## config.mk

```make
export PLATFORM = sky130hd
export DESIGN_NAME = fcds_sequencer
export DESIGN_NICKNAME = d
export VERILOG_FILES = /design/src/fcds_pkg.sv /design/src/fcds_sequencer.sv
export SDC_FILE = /design/constraint.sdc
export NUM_CORES = 1
export LEC_CHECK = 0
export ABC_AREA = 1
export BUFFER_PORTS_ARGS = -buffer_cell sky130_fd_sc_hd__buf_4
export CORE_MARGIN = 5
export CORE_UTILIZATION = 45
export CTS_BUF_LIST = sky130_fd_sc_hd__clkbuf_4 sky130_fd_sc_hd__clkbuf_8 sky130_fd_sc_hd__clkbuf_16
export DETAILED_ROUTE_END_ITERATION = 8
export HOLD_SLACK_MARGIN = 0.03
export SLEW_MARGIN = 20
export SYNTH_ARGS = -nofsm -noshare
export SYNTH_HDL_FRONTEND = slang
export SYNTH_SLANG_ARGS = --single-unit
```

## constraint.sdc

```tcl
create_clock -name clk -period 5.3 [get_ports clk]
set_clock_uncertainty 0.1 [all_clocks]
set_input_delay 0.265 -clock clk [delete_from_list [all_inputs] [get_ports clk]]
set_output_delay 0.265 -clock clk [all_outputs]
set_load 0.05 [all_outputs]
```

## src/fcds_pkg.sv

```systemverilog
// constants and types of the four-channel transfer sequencer
// ==================================================================
// Notes on behaviour
// - each of four channels moves a byte block alone, up to 16,365 bytes
// - any request leaves idle for the request state, raises hold, waits grant
// - in the request state requests are sampled and a winner is resolved
// - after grant the winning channel's grant line is driven low
// - low address byte goes straight out on the address pins
// - high address byte goes on the data pins for an outside latch
// - bus is kept while the request stays high or until count done
// - count done goes high when a channel's count is exhausted
// - three modes: read, write and verify
// - verify sequences as usual, grants and addresses, but no strobes
// - seven states, request, idle, four transfer, wait; transfer states one clock each
// - each cycle runs the first to fourth transfer states in order
// - no ready by the third state inserts wait states until ready
// - extended write or verify may remove any wait state
// - losing the grant finishes the cycle, then idles until granted again
// - write cycles: io read at second state, memory write at third
// - read cycles: memory read at second state, io write at third
// - hold request is set while any request is active
// - hold request clears when no request is active and no cycle is under way
// - block mark pulses once every 128 transfer cycles on a channel
package fcds_pkg;
  // ================================================================
  // register map
  localparam logic [7:0] ADDR_CH_BASE = 8'h00;
  localparam logic [7:0] ADDR_COUNT   = 8'h04;
  localparam logic [7:0] ADDR_MODE    = 8'h08;
  localparam logic [7:0] CH_STRIDE_SH = 8'h04;
  localparam logic [7:0] ADDR_CTRL    = 8'h40;
  localparam logic [7:0] ADDR_STATUS  = 8'h44;
  // ================================================================
  // fields
  localparam int MODE_LSB     = 0;
  localparam int CTRL_EN_LSB  = 0;
  localparam int CTRL_EXTW    = 4;
  localparam int CTRL_ROT     = 5;
  localparam int STAT_DONE    = 0;
  localparam int COUNT_W      = 14;
  localparam logic [13:0] MAX_COUNT = 14'd16364;
  localparam logic [6:0]  MARK_MOD  = 7'h7f;
  localparam logic [31:0] CTRL_RST  = 32'h0000_0000;
  // ================================================================
  // types
  typedef enum logic [1:0] {
    XF_VERIFY = 2'b00,
    XF_WRITE  = 2'b01,
    XF_READ   = 2'b10
  } fcds_mode_t;
  typedef enum logic [6:0] {
    ST_IDLE   = 7'b0000001,
    ST_REQ    = 7'b0000010,
    ST_FIRST  = 7'b0000100,
    ST_SECOND = 7'b0001000,
    ST_THIRD  = 7'b0010000,
    ST_WAIT   = 7'b0100000,
    ST_FOURTH = 7'b1000000
  } fcds_state_t;
endpackage

```

## src/fcds_sequencer.sv

```systemverilog
// four-channel transfer sequencer with apb channel programming
//
// Decided for this implementation: register access over APB and the register offsets.
`timescale 1ns/1ps
module fcds_sequencer #(
  parameter int CHANNELS = 4
) (
  input  wire logic        clk,
  input  wire logic        arst_n,
  input  wire logic        psel,
  input  wire logic        penable,
  input  wire logic        pwrite,
  input  wire logic [7:0]  paddr,
  input  wire logic [31:0] pwdata,
  output logic [31:0]      prdata,
  output logic             pready,
  output logic             pslverr,
  input  wire logic [3:0]  channel_request,
  input  wire logic        bus_hold_grant,
  input  wire logic        ready,
  output logic             bus_hold_request,
  output logic [3:0]       channel_grant_n,
  output logic [7:0]       addr_lo,
  output logic [7:0]       data_out,
  output logic             data_oe_n,
  output logic             addr_strobe,
  output logic             mem_read_strobe_n,
  output logic             mem_write_strobe_n,
  output logic             io_read_strobe_n,
  output logic             io_write_strobe_n,
  output logic             count_done,
  output logic             block_mark
);
  initial begin
    if (CHANNELS != 4) $error("fcds_sequencer serves exactly four channels");
  end
  // ================================================================
  // state
  typedef enum logic [6:0] {
    S_IDLE   = 7'b0000001,
    S_REQ    = 7'b0000010,
    S_FIRST  = 7'b0000100,
    S_SECOND = 7'b0001000,
    S_THIRD  = 7'b0010000,
    S_WAIT   = 7'b0100000,
    S_FOURTH = 7'b1000000
  } fcds_st_t;
  fcds_st_t    state;
  fcds_st_t    next_state;
  logic [15:0] ch_addr  [4];
  logic [13:0] ch_count [4];
  logic [1:0]  ch_mode  [4];
  logic [3:0]  ch_en;
  logic        ext_write;
  logic [3:0]  done_flags;
  logic [1:0]  cur;
  logic [6:0]  mark_cnt [4];
  logic [3:0]  active_req;
  logic        any_req;
  // ================================================================
  // functions
  function automatic logic [1:0] fcds_pick(input logic [3:0] r);
    // fixed rank, channel zero first
    if (r[0]) return 2'd0;
    else if (r[1]) return 2'd1;
    else if (r[2]) return 2'd2;
    else return 2'd3;
  endfunction
  function automatic logic [1:0] fcds_ch(input logic [7:0] a);
    return a[5:4];
  endfunction
  assign active_req = channel_request & ch_en;
  assign any_req    = |active_req;
  // ================================================================
  // apb slave, zero wait
  logic wr_acc;
  logic rd_acc;
  assign wr_acc = psel && penable && pwrite;
  assign rd_acc = psel && !penable && !pwrite;
  always_ff @(posedge clk or negedge arst_n) begin
    if (!arst_n) begin
      pready  <= 1'b0;
      pslverr <= 1'b0;
      prdata  <= 32'h0000_0000;
    end else begin
      pready  <= psel && !penable;
      pslverr <= psel && !penable && (paddr[7:6] != 2'b00) &&
                 (paddr != fcds_pkg::ADDR_CTRL) && (paddr != fcds_pkg::ADDR_STATUS);
      if (rd_acc) begin
        if (paddr == fcds_pkg::ADDR_CTRL)
          prdata <= {26'h0, ext_write, 1'b0, ch_en};
        else if (paddr == fcds_pkg::ADDR_STATUS)
          prdata <= {24'h0, 1'b0, bus_hold_request, cur, done_flags};
        else if (paddr[7:6] == 2'b00) begin
          case (paddr[3:2])
            2'd0:    prdata <= {16'h0, ch_addr[fcds_ch(paddr)]};
            2'd1:    prdata <= {18'h0, ch_count[fcds_ch(paddr)]};
            2'd2:    prdata <= {30'h0, ch_mode[fcds_ch(paddr)]};
            default: prdata <= 32'h0000_0000;
          endcase
        end else
          prdata <= 32'h0000_0000;
      end
    end
  end
  // ================================================================
  // sequencer
  always_comb begin
    next_state = state;
    case (state)
      S_IDLE:   next_state = any_req ? S_REQ : S_IDLE;
      // wait in request state for grant
      S_REQ:    next_state = !any_req ? S_IDLE : (bus_hold_grant ? S_FIRST : S_REQ);
      S_FIRST:  next_state = S_SECOND;
      S_SECOND: next_state = S_THIRD;
      // wait until ready, extended write or verify skips wait
      S_THIRD:  next_state = (ready || ext_write || ch_mode[cur] == 2'b00) ? S_FOURTH : S_WAIT;
      S_WAIT:   next_state = ready ? S_FOURTH : S_WAIT;
      // keep bus while request and grant stay
      S_FOURTH: next_state = (any_req && bus_hold_grant) ? S_REQ : S_IDLE;
      default:  next_state = S_IDLE;
    endcase
  end
  always_ff @(posedge clk or negedge arst_n) begin
    if (!arst_n) state <= S_IDLE;
    else state <= next_state;
  end
  always_ff @(posedge clk or negedge arst_n) begin
    if (!arst_n) cur <= 2'd0;
    else if (state == S_REQ && any_req) cur <= fcds_pick(active_req);
  end
  always_ff @(posedge clk or negedge arst_n) begin
    if (!arst_n) bus_hold_request <= 1'b0;
    else bus_hold_request <= any_req || (next_state != S_IDLE && next_state != S_REQ);
  end
  always_ff @(posedge clk or negedge arst_n) begin
    if (!arst_n) channel_grant_n <= 4'hf;
    else if (next_state == S_SECOND || next_state == S_THIRD ||
             next_state == S_WAIT || next_state == S_FOURTH)
      channel_grant_n <= ~(4'h1 << cur);
    else channel_grant_n <= 4'hf;
  end
  // address on pins and data pins
  always_ff @(posedge clk or negedge arst_n) begin
    if (!arst_n) begin
      addr_lo     <= 8'h00;
      data_out    <= 8'h00;
      data_oe_n   <= 1'b1;
      addr_strobe <= 1'b0;
    end else begin
      addr_strobe <= (next_state == S_FIRST);
      data_oe_n   <= !(next_state == S_FIRST);
      if (next_state == S_FIRST) begin
        addr_lo  <= ch_addr[fcds_pick(active_req)][7:0];
        data_out <= ch_addr[fcds_pick(active_req)][15:8];
      end
    end
  end
  // strobes by mode, none in verify
  always_ff @(posedge clk or negedge arst_n) begin
    if (!arst_n) begin
      mem_read_strobe_n  <= 1'b1;
      io_read_strobe_n   <= 1'b1;
      mem_write_strobe_n <= 1'b1;
      io_write_strobe_n  <= 1'b1;
    end else begin
      mem_read_strobe_n  <= !(ch_mode[cur] == 2'b10 && next_state inside
                              {S_SECOND, S_THIRD, S_WAIT});
      io_read_strobe_n   <= !(ch_mode[cur] == 2'b01 && next_state inside
                              {S_SECOND, S_THIRD, S_WAIT});
      mem_write_strobe_n <= !(ch_mode[cur] == 2'b01 && (next_state inside {S_THIRD, S_WAIT} ||
                              (ext_write && next_state == S_SECOND)));
      io_write_strobe_n  <= !(ch_mode[cur] == 2'b10 && (next_state inside {S_THIRD, S_WAIT} ||
                              (ext_write && next_state == S_SECOND)));
    end
  end
  // ================================================================
  // channel registers, step per completed cycle
  always_ff @(posedge clk or negedge arst_n) begin
    if (!arst_n) begin
      for (int i = 0; i < 4; i++) begin
        ch_addr[i]  <= 16'h0000;
        ch_count[i] <= 14'h0000;
        ch_mode[i]  <= 2'b00;
      end
      ch_en     <= 4'h0;
      ext_write <= 1'b0;
    end else begin
      if (wr_acc && paddr[7:6] == 2'b00) begin
        case (paddr[3:2])
          2'd0: ch_addr[fcds_ch(paddr)] <= pwdata[15:0];
          2'd1: ch_count[fcds_ch(paddr)] <= (pwdata[13:0] > fcds_pkg::MAX_COUNT) ?
                                            fcds_pkg::MAX_COUNT : pwdata[13:0];
          2'd2: ch_mode[fcds_ch(paddr)] <= pwdata[1:0];
          default: ;
        endcase
      end
      if (wr_acc && paddr == fcds_pkg::ADDR_CTRL) begin
        ch_en     <= pwdata[3:0];
        ext_write <= pwdata[fcds_pkg::CTRL_EXTW];
      end
      if (state == S_FOURTH) begin
        ch_addr[cur] <= ch_addr[cur] + 16'h0001;
        if (ch_count[cur] == 14'h0000) ch_en[cur] <= 1'b0;
        else ch_count[cur] <= ch_count[cur] - 14'h0001;
      end
    end
  end
  // count done and block mark at third state through fourth
  always_ff @(posedge clk or negedge arst_n) begin
    if (!arst_n) begin
      count_done <= 1'b0;
      block_mark <= 1'b0;
      done_flags <= 4'h0;
      for (int i = 0; i < 4; i++) mark_cnt[i] <= 7'h00;
    end else begin
      count_done <= (next_state inside {S_THIRD, S_WAIT, S_FOURTH}) &&
                    ch_count[cur] == 14'h0000;
      block_mark <= (next_state inside {S_THIRD, S_WAIT, S_FOURTH}) &&
                    mark_cnt[cur] == fcds_pkg::MARK_MOD;
      if (state == S_FOURTH) mark_cnt[cur] <= mark_cnt[cur] + 7'h01;
      // set wins over software clear
      if (wr_acc && paddr == fcds_pkg::ADDR_STATUS) done_flags <= done_flags & ~pwdata[3:0];
      if (state == S_FOURTH && ch_count[cur] == 14'h0000) done_flags[cur] <= 1'b1;
    end
  end
endmodule

```

# Yosys cells after proc, flatten, opt, wreduce, memory -nomap -nowiden

Index checks and enable logic that the tools add are counted.

Register bits: 237
Bits in latches: 0
Bits in writable memories: 0
Bits in read-only memories: 0
Bits of input ports: 51
Output and inout port bits: 63
Memories: 0

$add $sub $neg: 3
Multipliers: 0
Divide/modulo/power cells: 0
Order comparisons: 8
Eq/ne operators: 23
Shift-type cells: 1
Multiplexer cells: 73
Bitwise logic cells: 10
Reductions and logical operators: 48

Operator list:

| cell                                                             | count |
|---|---|
| 56-bit 2-to-1 mux                                                | 4 |
| 64-bit 2-to-1 mux                                                | 3 |
| 64-bit bitwise mux                                               | 2 |
| 16-bit 2-to-1 mux                                                | 8 |
| 56-bit bitwise mux                                               | 2 |
| 14-bit 2-to-1 mux                                                | 7 |
| 16-bit binary-select mux with 2-bit select                       | 3 |
| 32-bit 2-to-1 mux                                                | 3 |
| 16-bit demux with 2-bit select                                   | 2 |
| 14-bit binary-select mux with 2-bit select                       | 2 |
| 14-bit demux with 2-bit select                                   | 2 |
| 7-bit one-hot mux with 7 select lines                            | 1 |
| 16-bit one-hot mux with 3 select lines                           | 1 |
| 7-bit 2-to-1 mux                                                 | 5 |
| 28-bit bitwise mux                                               | 1 |
| 1-bit logical AND                                                | 24 |
| 4-bit 2-to-1 mux                                                 | 6 |
| 7-bit == test (second input constant)                            | 3 |
| 2-bit 2-to-1 mux                                                 | 10 |
| 16-bit by 1-bit adder with 16-bit output (second input constant) | 1 |
| 8-bit by 7-bit == test with 1-bit output (second input constant) | 2 |
| 8-bit by 7-bit != test with 1-bit output (second input constant) | 2 |
| 7-bit binary-select mux with 2-bit select                        | 1 |
| 7-bit demux with 2-bit select                                    | 1 |
| other kinds (36)                                                 | 70 |

# Longest topological paths before layout

Gate-level depths: netlist (run 1).

Depth in word-level cells: 14
Mapped depth: 17
Gate-level depth less buffers: 15

# Least setup slack after synthesis (run 1)

Ideal clock, no wire load.

Path type: reg2reg
From: register cur[1]
To: register ch_count[16] (netlist name)
Data arrival time: 2067 ps
Slack: 3002 ps
Stages on the path, launching flop included: 15
Buffers on the path: 2
Period minus slack after synthesis: 2298 ps
Path through: dfrtp_1 buf_6 buf_4 nand2_4 clkinv_1 nand2_1 nand3_2 inv_2 ha_1 nand2_1 nand3b_1 nor2_4 nor2_2 nand2_1 o21ai_0

Longest elaborated chain between the ends: 8

RTL lines:

| element                                                                                                | line                                         | text |
|---|---|---|
| from (decl)                                                                                            | fcds_sequencer.sv:56                         | `logic [1:0] cur;` |
| from (signal assigned)                                                                                 | fcds_sequencer.sv:130                        | `else if (state == S_REQ && any_req) cur <= fcds_pick(active_req);` |
| 2-bit NOT with 3-bit output (implied by the code) *                                                    | fcds_sequencer.sv:204, fcds_sequencer.sv:205 |  |
| 14-bit binary-select mux with 2-bit select, or another cell as far along                               | fcds_sequencer.sv:204, fcds_sequencer.sv:205 |  |
| 14-bit 2-to-1 mux (implied by the code) / 1-bit logical AND (equally long branches)                    | fcds_sequencer.sv:204, fcds_sequencer.sv:205 |  |
| 14-bit 2-to-1 mux, on equally long branches                                                            | fcds_sequencer.sv:204, fcds_sequencer.sv:205 |  |
| 14-bit by 1-bit subtractor with 14-bit output / 14-bit demux with 2-bit select (equally long branches) | fcds_sequencer.sv:205                        | `else ch_count[cur] <= ch_count[cur] - 14'h0001;` |
| 56-bit bitwise mux                                                                                     | fcds_sequencer.sv:205                        |  |
| 56-bit 2-to-1 mux *                                                                                    | fcds_sequencer.sv:204                        | `if (ch_count[cur] == 14'h0000) ch_en[cur] <= 1'b0;` |
| 56-bit 2-to-1 mux *                                                                                    | fcds_sequencer.sv:202                        | `if (state == S_FOURTH) begin` |
| to (signal, indexed assignment)                                                                        | fcds_sequencer.sv:192                        | `2'd1: ch_count[fcds_ch(paddr)] <= (pwdata[13:0] > fcds_pkg::MAX_COUNT) ?` |
| to (signal, indexed assignment)                                                                        | fcds_sequencer.sv:205                        |  |
| to (decl)                                                                                              | fcds_sequencer.sv:51                         | `logic [13:0] ch_count [4];` |

Every way passes the cells marked *; elsewhere a longest branch is shown, timed or not. The select of a mux whose other input is x is not followed.
A chain may end at the register's enable or synchronous reset.

# Worst setup path in the final report (run 1)

From: register cur[1]
To: register ch_count[32] (netlist name)

The elaborated chain is that of the path after synthesis.

==> qor.csv, run 1 <==
metric,value,unit
count of final max-slew check failures,0,
"flops & latches, synth",221,
Avg WL per Cell,20.7,um
Tightest Pin Transition,1120,ps
Total Power,4.34,mW
CP cell instances,inv_2 > nand3_1 > nand2_1 > nor2_1 > nand2_1 > inv_1 > nand2_1 > nor2_1 > nand2_1 > nand2_2 > nand2_1 > nand2_1 > inv_1,
Post-CTS Setup Inserts,0,
Worst IR Drop VDD,267,uV
worst reg2reg setup slack,1450,ps
worst hold slack,56.0,ps
Syn-to-layout area delta,13.2,%
core footprint,31300,um2
RSZ-0062 raised after global routing,false,
CTS max path bufs,3,
Post-Layout Inst Area,16000,um2
Critical Path End Type,flop,
I/O pin count,114,
vias per inst,5.63,
reg2reg end,ch_count[32]$_DFF_PN0_,
GP Congestion,0.932,
max incr delay on CP,970,ps
Crit. Startpoint,cur[1]$_DFFE_PN0P_,
Power per Cell Area,271,nW/um2
slowest cell on the critical path,dfrtp_2,
DR iter-0 viols,1488,
Worst R2R Start,cur[1]$_DFFE_PN0P_,
Total GRT Usage,0.295,
Worst path top cell family by delay,simple AND/OR/NAND/NOR gates,
Post-DP Area,14900,um2
clock period minus worst slack,3850,ps
Starting Density,0.452,
share of the synthesized area in the top cell type,0.373,
Clock Pin Slew Worst Setup and Hold Paths,60,ps
Max Freq,260,MHz
Worst EP required,5640,ps
final worst slack,1450,ps
DR vias,14400,
largest net degree at the start of global routing,128,
Post-synth ARST share,1.00,
first-pass GRT wire length,81000,um
area of the multi-input gates,7180,um2
Final Hold Viols,0,
CTS sink cnt,221,
H-Tree Depth,1,
Max Cap Viol,0,
site row count,65,
Register Area,5550,um2
grt ovf,0,
Hold Crit Class,in -> reg,
crit path DAT,4190,ps
fin crit share,0.727,
status,completed,
Final HPWL DP,34400,um
Syn. warnings,0,
"Clk Latency, worst-skew pair",560,ps
"Seq/Total Area, Yosys",0.392,
critical path depth in cells,13,
Post-synth top cells,"nand2_1, o21ai_0, dfrtp_1, inv_1, nand3_1",
DRT antenna net count,0,
final setup violation count,0,
Worst slew margin,0.249,
die area,35100,um2
ranking of synthesized cells by area,"dfrtp_1, nand2_1, o21ai_0, inv_1, nand3_1",
Leak,8.10,nW
# fillers,3153,
Yosys top cell by area,dfrtp_1,
clk root buf,clkbuf_16,
IO Port Bufs,81,
maximum fanout along the worst path,35,
Post-Synthesis Cell Area,14100,um2
die width,187,um
CTS Hold Buffers Added,24,
Post-Syn Area per Cell,6.84,um2
setup TNS,0,ps
CP Buf/Inv Count,3,
share of layout cells above drive strength 1,0.112,
Num CTS Buffers,26,
number of synthesized flops with an enable pin,0,
crit path to,ch_count[32]$_DFF_PN0_,
Cells after Synth,2069,
drt drc,0,
number of global-route vias before repair,13300,
Final nets,2190,
cell mode on critical path,nand2_1,
"count leader, synth",nand2_1,
ys flop type,dfrtp_1,
drt total wl,53000,um
critical path startpoint category,flop,
cells on worst reg2reg path,13,
CTS tree,done,
post-synthesis cell type count,52,
Initial DRT Pass Iterations,6,
Die Ht,187,um
CTS resizes,0,
initial antenna violation count,0,
DP Worst Slack,1540,ps
"Worst Path Class, Setup",reg -> reg,
area by class of cell:
cell class,instances,area share
multi-input combinational,1537,0.449
clock inverter,8,0.00492
inverter,214,0.0502
tap,402,0.0314
timing repair buffer,135,0.0683
sequential,221,0.346
antenna,1,0.000156
clock buffer,40,0.0503
routing by layer:
layer | vias up | routed length (um) | track usage
li1 | 6831 | - | -
met1 | 6734 | 23000 | 0.424
met2 | 697 | 22900 | 0.446
met3 | 140 | 4720 | 0.0474
met4 | 0 | 2340 | 0.116
met5 | - | 0 | 0
how the worst min path moves through the flow:
stage                     startpoint                endpoint  slack, ps  cells after the start
after floorplan               arst_n  addr_lo[0]$_DFFE_PN0P_       -130                      0
after global placement        arst_n      state[6]$_DFF_PN0_        260                      1
after detailed placement      arst_n      state[6]$_DFF_PN0_        260                      1
after CTS                 pwdata[12]   ch_addr[44]$_DFF_PN0_         30                      3
after global routing      pwdata[12]  ch_count[12]$_DFF_PN0_         90                      5
final                     pwdata[12]   ch_addr[44]$_DFF_PN0_         60                      3
worst min-delay path: stages:
cell     delay, ps
buf_4          160
o21ai_0        170
o21ai_1         60
state kept, by name, indices dropped and copies added, names as in the netlist, 2 cells and up:
| name | cells |
|---|---|
| prdata | 16 |
| mark_cnt | 28 |
| state | 7 |
| channel_grant_n | 4 |
| cur | 2 |
| addr_lo | 8 |
| data_out | 8 |
| ch_addr | 64 |
| ch_en | 4 |
| ch_mode | 8 |
| done_flags | 4 |
| ch_count | 56 |
placed cells by master (no fill, tap or decap), types with 6 or more instances in the layout:
master	Yosys	layout
buf_4	23	109
a31oi_1	17	17
nand2_2	11	11
clkbuf_16	0	26
nor2_4	12	12
o211ai_1	48	48
o22ai_1	40	40
nor2_1	112	110
dlygate4sd3_1	0	24
inv_1	201	200
nand3_1	136	136
conb_1	1	16
nand2_1	743	743
o21ai_0	235	235
dfstp_2	10	10
o21ai_1	36	36
dfrtp_1	211	209
clkbuf_8	0	8
inv_2	10	10
nand4_1	17	17
clkbuf_4	0	6
nor3_1	9	9
nor2_2	15	17
a21oi_1	30	30
cell families after synthesis:
kind of cell / synth area share
compound gates: 0.171
xor+xnor: 0.00478
simple gates: 0.324
other cells: 0.000265
buf+inv: 0.105
fa+ha+maj: 0.00354
flops: 0.392
per-stage QoR:
step / util / std cells
3_5_place_dp: 0.475 / 2485
6_report: 0.511 / 2558
2_1_floorplan: - / 2084
5_1_grt: 0.511 / 2557
4_1_cts: 0.511 / 2557
3_3_place_gp: 0.475 / 2485
power breakdown:
group | internal, mW | total (mW) | switching, mW
sequential | 1.76 | 1.82 | 0.0540
clock | 1.09 | 1.85 | 0.751
combinational | 0.200 | 0.682 | 0.483
No activity file was read; power rests on OpenSTA's default activity.
==> run 2, diff against run 1 <==
--- a/config.mk
+++ b/config.mk
@@ -12,6 +12,7 @@
 export CTS_BUF_LIST = sky130_fd_sc_hd__clkbuf_4 sky130_fd_sc_hd__clkbuf_8 sky130_fd_sc_hd__clkbuf_16
 export DETAILED_ROUTE_END_ITERATION = 8
 export HOLD_SLACK_MARGIN = 0.03
+export PLACE_DENSITY = 0.65
 export SLEW_MARGIN = 20
 export SYNTH_ARGS = -nofsm -noshare
 export SYNTH_HDL_FRONTEND = slang
==> constraint.sdc (replaced) <==
create_clock -name clk -period 3.5 [get_ports clk]
set_clock_uncertainty 0.1 [all_clocks]
set_input_delay 0.175 -clock clk [delete_from_list [all_inputs] [get_ports clk]]
set_output_delay 0.175 -clock clk [all_outputs]
set_load 0.05 [all_outputs]
==> run 2 against run 1 <==
Compared with the run above:
- sequential power is 51% higher
- count of clock-buffer cells in the layout fell by 5
- register-to-register slack got worse by 780 ps
- die area unchanged
- cell area rose by 1.6%
- critical path depth rose by 1
- setup slack got worse by 890 ps
- first-iteration DRC count grew 4.6%
- worst hold slack better by 16 ps
- clock power rose by 60%
==> qor.csv, run 2 (synthesis results as in run 1) <==
metric,value,unit,change
status,completed,,
GP Congestion,0.971,,+4.2%
DR vias,14800,,+2.8%
DRT antenna net count,0,,unchanged
"Most flops, register",ch_addr,,
end of the worst hold path,done_flags[0]$_DFF_PN0_,,
clk root buf,clkbuf_16,,
crit path DAT,3310,ps,-880 ps
Initial DRT Pass Iterations,6,,unchanged
hold_sp,psel,,
Tightest Pin Transition,949,ps,-170 ps
CTS max path bufs,3,,unchanged
Worst IR Drop VDD,347,uV,+30%
vias per inst,5.74,,+1.9%
clock period minus worst slack,2950,ps,
reg2reg end,ch_addr[27]$_DFF_PN0_,,
# fillers,3079,,-2.3%
Post-CTS Setup Inserts,0,,unchanged
max incr delay on CP,550,ps,-420 ps
die width,187,um,unchanged
"Clk Latency, worst-skew pair",550,ps,about the same
Final Hold Viols,0,,unchanged
DR iter-0 viols,1557,,+4.6%
fin crit share,0.842,,
drt drc,0,,unchanged
Max Cap Viol,0,,unchanged
Clock Pin Slew Worst Setup and Hold Paths,70,ps,about the same
I/O pin count,114,,unchanged
largest registers,"ch_addr x64, ch_count x56, mark_cnt x28",,
final setup violation count,0,,unchanged
first-pass GRT wire length,80500,um,-0.60%
critical path startpoint category,input pin,,
drt total wl,52000,um,-1.8%
Largest register FFs,64,,unchanged
grt ovf,0,,unchanged
Worst slew margin,0.366,,+0.117
maximum fanout along the worst path,17,,-51%
Die Ht,187,um,unchanged
core footprint,31300,um2,unchanged
cells on worst reg2reg path,11,,-2
number of global-route vias before repair,13800,,+3.9%
Final nets,2215,,+1.1%
Avg WL per Cell,20.2,um,-2.6%
Antenna Cells,0,,-1
share of layout cells above drive strength 1,0.120,,+0.00748
Max Freq,339,MHz,
Crit. Startpoint,paddr[7],,
count of final max-slew check failures,0,,unchanged
site row count,65,,unchanged
CTS sink cnt,221,,unchanged
Worst R2R Start,cur[0]$_DFFE_PN0P_,,
Syn-to-layout area delta,15.0,%,
Total GRT Usage,0.288,,-0.00658
IO Port Bufs,81,,unchanged
Final HPWL DP,34900,um,+1.6%
cell mode on critical path,nand2_1,,
setup TNS,0,ps,unchanged
CP cell instances,dlygate4sd3_1 > buf_4 > nor2_1 > dlygate4sd3_1 > buf_4 > nand2_1 > nor2_1 > inv_1 > nor2_4 > inv_1 > nand2_1 > a21boi_0 > nand2_1 > o21ai_0,,
die area,35100,um2,unchanged
"commonest non-fill, non-tap cell in the layout",nand2_1,,
Starting Density,0.452,,unchanged
Leak,8.26,nW,+1.9%
hold path depth,6,,+3
Util after Layout,0.520,,+0.00815
slowest cell on the critical path,dlygate4sd3_1,,
Power per Cell Area,415,nW/um2,+53%
worst reg2reg setup slack,670,ps,-780 ps
H-Tree Depth,1,,unchanged
RSZ-0062 raised after global routing,false,,
largest net degree at the start of global routing,83,,-35%
Hold Crit Class,in -> reg,,
Num CTS Buffers,26,,unchanged
"Worst Path Class, Setup",in -> reg,,
Critical Path End Type,flop,,
initial antenna violation count,1,,+1
"commonest cells after routing, fill and taps aside","nand2_1, o21ai_0, dfrtp_1",,
Worst EP required,3870,ps,-1770 ps
CTS tree,done,,
==> run 2: cell types whose count changed in the layout (fill, tap and decap cells not counted), sizes merged <==
cell | before | now
dlygate4sd3 | 24 | 29
buf | 111 | 131
bufinv | 1 | 4
inv | 210 | 211
diode | 1 | 0
clkbuf | 40 | 35
==> run 2: area by class of cell <==
class	count	area (um2)	area share
sequential	221	5550	0.341
clock buffer	35	767	0.0471
multi-input combinational	1537	7180	0.441
timing repair buffer	160	1310	0.0803
inverter	214	803	0.0494
tap	402	503	0.0309
clock inverter	12	163	0.0100
==> run 2: per-layer routing <==
layer / global-route usage / up-vias / share of wire
li1: - / 6872 / -
met1: 0.404 / 6945 / 0.42
met2: 0.445 / 835 / 0.43
met3: 0.0530 / 151 / 0.11
met4: 0.108 / 0 / 0.043
met5: 0 / - / 0
==> run 2: where the power goes <==
group          switching, mW  internal [mW]  leakage [nW]
logic                  0.735          0.313          5.32
clock network           1.14           1.82         0.467
registers             0.0809           2.67          2.47
==> run 2: through the flow <==
| stage | total power [mW] | worst slack [ps] | cells | hold WS, ps | cell area (um2) |
|---|---|---|---|---|---|
| 2_1_floorplan | 3.45 | 1200 | 2084 | -221 | 14200 |
| 3_3_place_gp | 3.78 | 779 | 2505 | 132 | 15100 |
| 3_5_place_dp | 3.79 | 766 | 2505 | 134 | 15100 |
| 4_1_cts | 6.77 | 667 | 2581 | 62.0 | 16300 |
| 5_1_grt | 7.01 | 299 | 2581 | 141 | 16300 |
| 6_report | 6.76 | 554 | 2581 | 72.1 | 16300 |
==> run 2: worst max path at each step <==
stage	to	cells after the start
6_report	ch_count[15]$_DFF_PN0_	14
4_1_cts	ch_count[15]$_DFF_PN0_	14
5_1_grt	ch_count[15]$_DFF_PN0_	14
2_1_floorplan	ch_count[16]$_DFF_PN0_	14
3_3_place_gp	mark_cnt[13]$_DFFE_PN0P_	9
3_5_place_dp	mark_cnt[20]$_DFFE_PN0P_	9
==> run 2: worst max-delay path: cells and delay by family <==
kind	cells	cell delay [ps]
simple gates	6	960
buf+inv	6	1930
compound gates	2	250
==> run 2: repair_timing <==
item	CTS	global route
endpoints found under the hold margin	190	0
hold buffers	29	0
resized for setup	0	0
